<file path="src/inc/conv_ctrl_pkg.sv">
// Notes on behaviour
// - Power-down low: range high standby, low shutdown.
// - Power-down pin high means normal operation.
// - Standby keeps reference; wake takes 100 us.
// - Shutdown powers all off; wake takes 13 ms.
// - Common start edge holds every channel together.
// - Busy high for one conversion time interval.
// - Busy falling edge returns all holds to track.
// - Busy fall marks new results readable.
// - Start A holds lower half, B upper.
// - Conversion and busy start on later edge.
// - Readout sequence same for tied or split.
// - All channels converted and included in readout.
// - Eight channels convert in 4 us total.
// - During busy, previous results stay readable.
package conv_ctrl_pkg;

  // =====================================================
  // Sizes and timing
  localparam int          CHANNELS          = 8;
  localparam int          HALF              = CHANNELS / 2;
  localparam int          CLK_HZ            = 20_000_000;
  localparam int          CONV_TIME_NS      = 4000;
  localparam int          STANDBY_WAKE_US   = 100;
  localparam int          SHUTDOWN_WAKE_MS  = 13;
  // Longest times round down, with no floor of one cycle.
  localparam int          CONV_CYCLES       = (CONV_TIME_NS * (CLK_HZ / 1_000_000)) / 1000;
  localparam int          STANDBY_CYCLES    = STANDBY_WAKE_US * (CLK_HZ / 1_000_000);
  localparam int          SHUTDOWN_CYCLES   = SHUTDOWN_WAKE_MS * (CLK_HZ / 1000);
  localparam int          CNT_W             = 20;
  localparam logic [7:0]  HOLD_NONE         = 8'h00;
  localparam logic [7:0]  HOLD_LOWER        = 8'h0f;
  localparam logic [7:0]  HOLD_UPPER        = 8'hf0;

  // =====================================================
  // Types
  typedef enum logic [1:0] {PWR_NORMAL, PWR_STANDBY, PWR_SHUTDOWN, PWR_WAKING} pwr_t;

  typedef struct packed {
    logic sampleStartA;
    logic sampleStartB;
    logic powerDownN;
    logic rangeHigh;
  } pins_t;

  // Synchroniser reset values match the idle pin levels, so no false power-down follows reset.
  localparam pins_t       PINS_IDLE         = '{sampleStartA: 1'b0, sampleStartB: 1'b0,
                                                powerDownN: 1'b1, rangeHigh: 1'b0};

  typedef struct packed {
    logic       busy;
    logic [7:0] holdMask;
    logic       resultsReady;
    logic       coreOn;
    logic       refOn;
  } status_t;

endpackage

</file>
<file path="src/rtl/sampling_conversion_power_ctrl.sv">
`timescale 1ns/10ps
module sampling_conversion_power_ctrl #(
  parameter int SHUTDOWN_WAKE = conv_ctrl_pkg::SHUTDOWN_CYCLES
) (
  // Clock and reset
  input  wire logic                  sys_clk,
  input  wire logic                  resetn,
  // Host pins, asynchronous
  input  wire logic                  sample_start_a,
  input  wire logic                  sample_start_b,
  input  wire logic                  power_down_n,
  input  wire logic                  rangeHigh,
  // Converter side
  output logic                       busy,
  output logic [7:0]                 holdMask,
  output logic                       convStart,
  output logic                       resultsReady,
  output logic                       coreOn,
  output logic                       refOn,
  output conv_ctrl_pkg::status_t     status
);
  import conv_ctrl_pkg::*;

  // Delay from busy rise to the last busy cycle, for the length check.
  localparam int CONV_LAST = CONV_CYCLES - 1;

  pins_t            pinsRaw;
  pins_t            pins;
  pwr_t             pwrState;
  logic             pwrReady;
  logic             startA_q;
  logic             startB_q;
  logic             riseA;
  logic             riseB;
  logic             armA_q;
  logic             armB_q;
  logic             busy_q;
  logic [7:0]       hold_q;
  logic [CNT_W-1:0] conv_q;
  logic             ready_q;
  logic             bothArmed;
  logic             busyFall;

  assign pinsRaw = '{sampleStartA: sample_start_a, sampleStartB: sample_start_b,
                     powerDownN: power_down_n, rangeHigh: rangeHigh};

  pin_sync u_sync (
    .sys_clk (sys_clk),
    .resetn  (resetn),
    .pinsIn  (pinsRaw),
    .pinsOut (pins)
  );

  power_ctrl #(
    .STANDBY_WAKE  (STANDBY_CYCLES),
    .SHUTDOWN_WAKE (SHUTDOWN_WAKE)
  ) u_pwr (
    .sys_clk    (sys_clk),
    .resetn     (resetn),
    .powerDownN (pins.powerDownN),
    .rangeHigh  (pins.rangeHigh),
    .pwrState   (pwrState),
    .ready      (pwrReady)
  );

  // =====================================================
  // Edge detection on synchronised start inputs
  always_ff @(posedge sys_clk or negedge resetn) begin
    if (!resetn) begin
      startA_q <= 1'b0;
      startB_q <= 1'b0;
    end else begin
      startA_q <= pins.sampleStartA;
      startB_q <= pins.sampleStartB;
    end
  end

  // Edges are ignored while busy or not powered; the host must not send them then.
  assign riseA     = pins.sampleStartA && !startA_q && pwrReady && !busy_q;
  assign riseB     = pins.sampleStartB && !startB_q && pwrReady && !busy_q;
  assign bothArmed = (armA_q || riseA) && (armB_q || riseB);
  assign busyFall  = busy_q && (conv_q == CNT_W'(1));

  // =====================================================
  // Track-and-hold control per channel half
  always_ff @(posedge sys_clk or negedge resetn) begin
    if (!resetn) begin
      hold_q <= HOLD_NONE;
    end else if (busyFall) begin
      hold_q <= HOLD_NONE;
    end else if (!pwrReady && !busy_q) begin
      // A half held before power-down would otherwise stay held with no conversion behind it.
      hold_q <= HOLD_NONE;
    end else begin
      if (riseA) begin
        hold_q <= hold_q | HOLD_LOWER | (riseB ? HOLD_UPPER : HOLD_NONE);
      end else if (riseB) begin
        hold_q <= hold_q | HOLD_UPPER;
      end
    end
  end

  // =====================================================
  // Arming: each start arms its half until both have come
  always_ff @(posedge sys_clk or negedge resetn) begin
    if (!resetn) begin
      armA_q <= 1'b0;
      armB_q <= 1'b0;
    end else if (bothArmed || !pwrReady) begin
      armA_q <= 1'b0;
      armB_q <= 1'b0;
    end else begin
      armA_q <= armA_q | riseA;
      armB_q <= armB_q | riseB;
    end
  end

  // =====================================================
  // Conversion timer; all channels always converted
  always_ff @(posedge sys_clk or negedge resetn) begin
    if (!resetn) begin
      busy_q <= 1'b0;
      conv_q <= '0;
    end else if (bothArmed) begin
      busy_q <= 1'b1;
      conv_q <= CNT_W'(CONV_CYCLES);
    end else if (busy_q) begin
      conv_q <= conv_q - CNT_W'(1);
      if (busyFall) begin
        busy_q <= 1'b0;
      end
    end
  end

  // Results flag: cleared at start, set at busy fall; old data stays valid meanwhile.
  always_ff @(posedge sys_clk or negedge resetn) begin
    if (!resetn) begin
      ready_q <= 1'b0;
    end else if (busyFall) begin
      ready_q <= 1'b1;
    end else if (bothArmed) begin
      ready_q <= 1'b0;
    end
  end

  // =====================================================
  // Outputs
  assign busy         = busy_q;
  assign holdMask     = hold_q;
  assign convStart    = bothArmed;
  assign resultsReady = ready_q;
  assign coreOn       = (pwrState == PWR_NORMAL) || (pwrState == PWR_WAKING);
  assign refOn        = (pwrState != PWR_SHUTDOWN);
  assign status       = '{busy: busy_q, holdMask: hold_q, resultsReady: ready_q,
                          coreOn: coreOn, refOn: refOn};
endmodule

</file>
<file path="src/rtl/pin_sync.sv">
`timescale 1ns/10ps
module pin_sync (
  // Clock and reset
  input  wire logic                 sys_clk,
  input  wire logic                 resetn,
  // Pins
  input  wire conv_ctrl_pkg::pins_t pinsIn,
  output conv_ctrl_pkg::pins_t       pinsOut
);
  import conv_ctrl_pkg::*;

  pins_t meta_q;

  // =====================================================
  // Two-stage synchroniser; first stage feeds only the second.
  always_ff @(posedge sys_clk or negedge resetn) begin
    if (!resetn) begin
      meta_q  <= PINS_IDLE;
      pinsOut <= PINS_IDLE;
    end else begin
      meta_q  <= pinsIn;
      pinsOut <= meta_q;
    end
  end
endmodule

</file>
<file path="src/rtl/power_ctrl.sv">
`timescale 1ns/10ps
module power_ctrl #(
  parameter int STANDBY_WAKE   = conv_ctrl_pkg::STANDBY_CYCLES,
  parameter int SHUTDOWN_WAKE  = conv_ctrl_pkg::SHUTDOWN_CYCLES
) (
  // Clock and reset
  input  wire logic                  sys_clk,
  input  wire logic                  resetn,
  // Synchronised pins
  input  wire logic                  powerDownN,
  input  wire logic                  rangeHigh,
  // State
  output conv_ctrl_pkg::pwr_t        pwrState,
  output logic                       ready
);
  import conv_ctrl_pkg::*;

  pwr_t             state_q;
  logic [CNT_W-1:0] wait_q;

  assign pwrState = state_q;
  assign ready    = (state_q == PWR_NORMAL);

  // =====================================================
  // Power states and wake-up timing
  always_ff @(posedge sys_clk or negedge resetn) begin
    if (!resetn) begin
      state_q <= PWR_NORMAL;
      wait_q  <= '0;
    end else begin
      case (state_q)
        PWR_NORMAL, PWR_WAKING: begin
          if (!powerDownN) begin
            state_q <= rangeHigh ? PWR_STANDBY : PWR_SHUTDOWN;
          end else if (state_q == PWR_WAKING) begin
            if (wait_q <= CNT_W'(1)) begin
              state_q <= PWR_NORMAL;
            end
            wait_q <= wait_q - CNT_W'(1);
          end
        end
        PWR_STANDBY: begin
          if (powerDownN) begin
            state_q <= PWR_WAKING;
            wait_q  <= CNT_W'(STANDBY_WAKE);
          end
        end
        PWR_SHUTDOWN: begin
          if (powerDownN) begin
            state_q <= PWR_WAKING;
            wait_q  <= CNT_W'(SHUTDOWN_WAKE);
          end
        end
        default: state_q <= PWR_NORMAL;
      endcase
    end
  end
endmodule

</file>
<file path="config.mk">
export PLATFORM = sky130hd
export DESIGN_NAME = sampling_conversion_power_ctrl
export DESIGN_NICKNAME = d
export VERILOG_FILES = /design/src/inc/conv_ctrl_pkg.sv /design/src/rtl/sampling_conversion_power_ctrl.sv /design/src/rtl/pin_sync.sv /design/src/rtl/power_ctrl.sv
export SDC_FILE = /design/constraint.sdc
export NUM_CORES = 1
export LEC_CHECK = 0
export CAP_MARGIN = 20
export CORE_UTILIZATION = 55
export CTS_CLUSTER_DIAMETER = 200
export DETAILED_ROUTE_END_ITERATION = 8
export DONT_BUFFER_PORTS = 1
export PLACE_DENSITY = 0.7
export RECOVER_POWER = 50
export SLEW_MARGIN = 20
export SYNTH_ARGS = -nofsm -noshare
export SYNTH_HDL_FRONTEND = slang
export SYNTH_SLANG_ARGS = --single-unit
</file>
<file path="constraint.sdc">
create_clock -name sys_clk -period 3.23 [get_ports sys_clk]
set_input_delay 0.969 -clock sys_clk [delete_from_list [all_inputs] [get_ports sys_clk]]
set_output_delay 0.969 -clock sys_clk [all_outputs]
set_load 0.02 [all_outputs]
</file>
==> metrics.md <==
| Metric | Value |
|---|---|
| Outcome | `finished clean` |
| Drt pass-1 iters | `4` |
| Clk slew on worst S/H paths | `0.08 ns` |
| WL/cell | `16.74 um` |
| Core area | `5574 sq um` |
| Final min period | `2.930 ns` |
| Top delay family on crit path | `simple AND/OR/NAND/NOR gates` |
| CP max FO | `18` |
| Pin slew with the least headroom to its limit | `0.6240 ns` |
| CTS tree | `built` |
| Post-route insts no fill | `397` |
| Clock Tree Root | `clkbuf_8` |
| HP Class | `in -> async` |
| Area grow syn2layout | `6.571%` |
| Area fraction in compound gates after synthesis | `15.40%` |
| CP startpoint kind | `flop` |
| Multiplexer area fraction after synthesis | `1.283%` |
| Site Rows | `27` |
| Post-synth EDFFs | `0` |
| Most common cell in the synthesized netlist | `dfrtp_1` |
| Seq cells post-synth | `61` |
| I/O Buffers | `0` |
| Largest net degree at the start of global routing | `62` |
| Via Count | `2435` |
| Post-synth net total | `344` |
| Synth warn | `0` |
| H-tree depth | `3` |
| Max Fclk | `341.3 MHz` |
| Met2 usage | `38.42%` |
| Antenna violation net count after detailed routing | `0` |
| Synth Instances | `330` |
| Initial drt markers | `153` |
| Most used routing layer | `met2` |
| Overflow after GRT | `0` |
| Reg-to-reg startpoint | `u_pwr.pwrState[0]` |
| Gr usage total | `24.18%` |
| RSZ-0062 raised after global routing | `false` |
| Crit Path Class | `reg -> out` |
| M3 GR Usage | `5.116%` |
| M1 GR Usage | `30.68%` |
| Clock skew | `0.009136 ns` |
| Flop-to-flop setup slack | `1.11 ns` |
| Skew-Pair Late Insertion Delay | `0.35 ns` |
| Avg Inst Size Synth | `9.752 sq um` |
| Worst reg2reg endpoint | `u_pwr.wait_q[13]` |
| Cell taking the most area after synthesis | `dfrtp_1` |
| Post-Route Setup TNS | `0 ns` |
| CP cell instances | `inv_1, ha_1, nor4bb_2, o22ai_2, inv_2` |
| CP endpoint kind | `output pin` |
| Share of synthesized cell area in full adder, half adder and majority cells | `3.110%` |
| Sequential share of the synthesized area | `47.51%` |
| Pleak | `1.487 nW` |
| Largest family of logic cells by synthesized area | `simple AND/OR/NAND/NOR gates` |
| Largest cells by area after synthesis | `dfrtp_1 (46%), nor2_1 (4.1%), buf_4 (3.5%)` |
| Die W | `78.49 um` |
| Max cap viols | `0` |
| Most instantiated cells after synthesis | `dfrtp_1 (59), nor2_1 (35), nand2_1 (16)` |
| Number of instances in the placed design | `381` |
| Post-route cell area | `3430 sq um` |
| Hold_buf cts | `0` |
| Antenna violations before repair | `0` |
| Io pins | `31` |
| HPWL Detailed | `4.397 mm` |
| Number of buffers created by CTS | `9` |
| PwrDens | `1046 nW/um^2` |
| Fin. max-slew vios | `0` |
| Worst VDD drop | `0.4291 mV` |
| Final WL | `6.647 mm` |
| Die Span Y | `78.49 um` |
| Slew Limit Headroom | `58.31%` |
| Cell Area, Placed | `3203 sq um` |
| GPL Wtd Cong | `0.7951` |
| Library cells used by synthesis | `67` |
| Arrival @ worst endpoint | `1.96 ns` |
| Sink Count | `61` |
| Post-CTS setup buffers | `0` |
| Final worst path period share | `90.70%` |
| WP buf/inv | `2` |
| Reg2Reg Depth | `7` |
| Share of cells above drive strength 1 | `12.31%` |
| Post-synth top flop | `dfrtp_1` |
| Synth top area share | `45.88%` |
| Ys async rst share | `100.0%` |
| Final Net Count | `334` |
| Slowest CP cell | `nor4bb_2` |
| Simple-gate share of the synthesized area | `22.47%` |
| DIE AREA | `6161 sq um` |
| CTS Buffer Depth | `2` |
| Setup violations, final | `0` |
| Post-route DRC | `0` |
| Starting Density | `57.73%` |
| WP data required | `2.26 ns` |
| Slowest stage delay, CP | `0.45 ns` |
| Via-to-Cell Ratio | `6.134` |
| Synth Area in XOR/XNOR | `2.994%` |
| Antenna diode count | `0` |
| First-pass GRT wire length | `11.45 mm` |
| Hold Vio Cnt, Final | `0` |
| Post-synthesis cell area | `3218 sq um` |
| Vias in the first global route | `2410` |
==> area by class of cell <==
| class | instances | area, sq um |
|---|---|---|
| Multi-Input combinational cell | 224 | 1463 |
| Tap cell | 72 | 90.09 |
| Fill cell | 480 | 2145 |
| Sequential cell | 61 | 1529 |
| Clock inverter | 6 | 86.33 |
| Inverter | 14 | 52.55 |
| Timing Repair Buffer | 10 | 71.32 |
| Clock buffer | 10 | 137.6 |
==> worst max-delay path by stage <==
| stage | from | slack [ns] | cells past startpoint | to |
|---|---|---|---|---|
| after CTS | u_pwr.pwrState[1] | 0.13 | 5 | convStart |
| final | u_pwr.pwrState[1] | 0.30 | 5 | convStart |
| after global routing | u_pwr.pwrState[0] | 0.14 | 5 | convStart |
| after detailed placement | u_pwr.pwrState[1] | 0.50 | 5 | convStart |
| after floorplan | u_pwr.pwrState[0] | 0.15 | 7 | convStart |
| after global placement | u_pwr.pwrState[0] | 0.65 | 5 | convStart |
==> power breakdown <==
part	total, W	switching (W)	leakage [nW]	internal [W]
Clock	0.000776	0.000322	0.112	0.000454
Sequential	0.00129	0.000285	0.765	0.00100
Combinational	0.00152	0.000928	0.609	0.000595
==> through the flow <==
step | hold slack [ns] | power, W | util (%) | worst slack (ns)
2_1_floorplan | 0.3312 | 0.002484 | - | 0.1520
3_3_place_gp | 0.3320 | 0.002752 | 57.46 | 0.6494
3_5_place_dp | 0.3363 | 0.002813 | 57.46 | 0.5038
4_1_cts | 0.2975 | 0.003599 | 61.48 | 0.1317
5_1_grt | 0.2935 | 0.003871 | 61.53 | 0.1391
6_report | 0.3067 | 0.003588 | 61.53 | 0.3004
==> logic make-up after synthesis <==
family / Yosys count
simple gates: 129
buf+inv: 45
fa+ha+maj: 8
compound gates: 72
flops: 61
mux: 4
xor+xnor: 11
==> state kept, by name, indices dropped and copies added (netlist names) <==
| register | flops |
|---|---|
| u_pwr.pwrState | 2 |
| u_sync.meta_q | 4 |
| busy | 1 |
| conv_q | 20 |
| holdMask | 5 |
| armB_q | 1 |
| startA_q | 1 |
| armA_q | 1 |
| resultsReady | 1 |
| u_sync.pinsOut | 4 |
| startB_q | 1 |
| u_pwr.wait_q | 20 |
==> per-layer routing <==
| metal | wire length [um] | part of all wire (%) |
|---|---|---|
| met5 | 0 | 0 |
| met4 | 186 | 2.8 |
| met3 | 233 | 3.5 |
| met2 | 3193 | 48 |
| met1 | 3034 | 46 |
==> cell usage in the layout (no fill, tap or decap), drive strengths merged, types with 6 or more instances in the layout <==
| cell type | instances |
|---|---|
| o22ai | 6 |
| nand2 | 17 |
| nor4 | 15 |
| a21oi | 10 |
| clkbuf | 11 |
| or3 | 9 |
| o21ai | 16 |
| ha | 8 |
| inv | 14 |
| o31ai | 9 |
| dfrtp | 59 |
| or4 | 7 |
| buf | 9 |
| nor3 | 11 |
| nand3 | 8 |
| nor2 | 35 |
| xnor2 | 8 |
| nand4 | 6 |
==> timing repair <==
item / 4_1_cts / 5_1_grt
resized for setup: 0 / 1
hold endpoints to repair: 0 / 0
endpoints found under the setup margin: 0 / 1
Note: power is estimated with default switching activity, not from simulation.
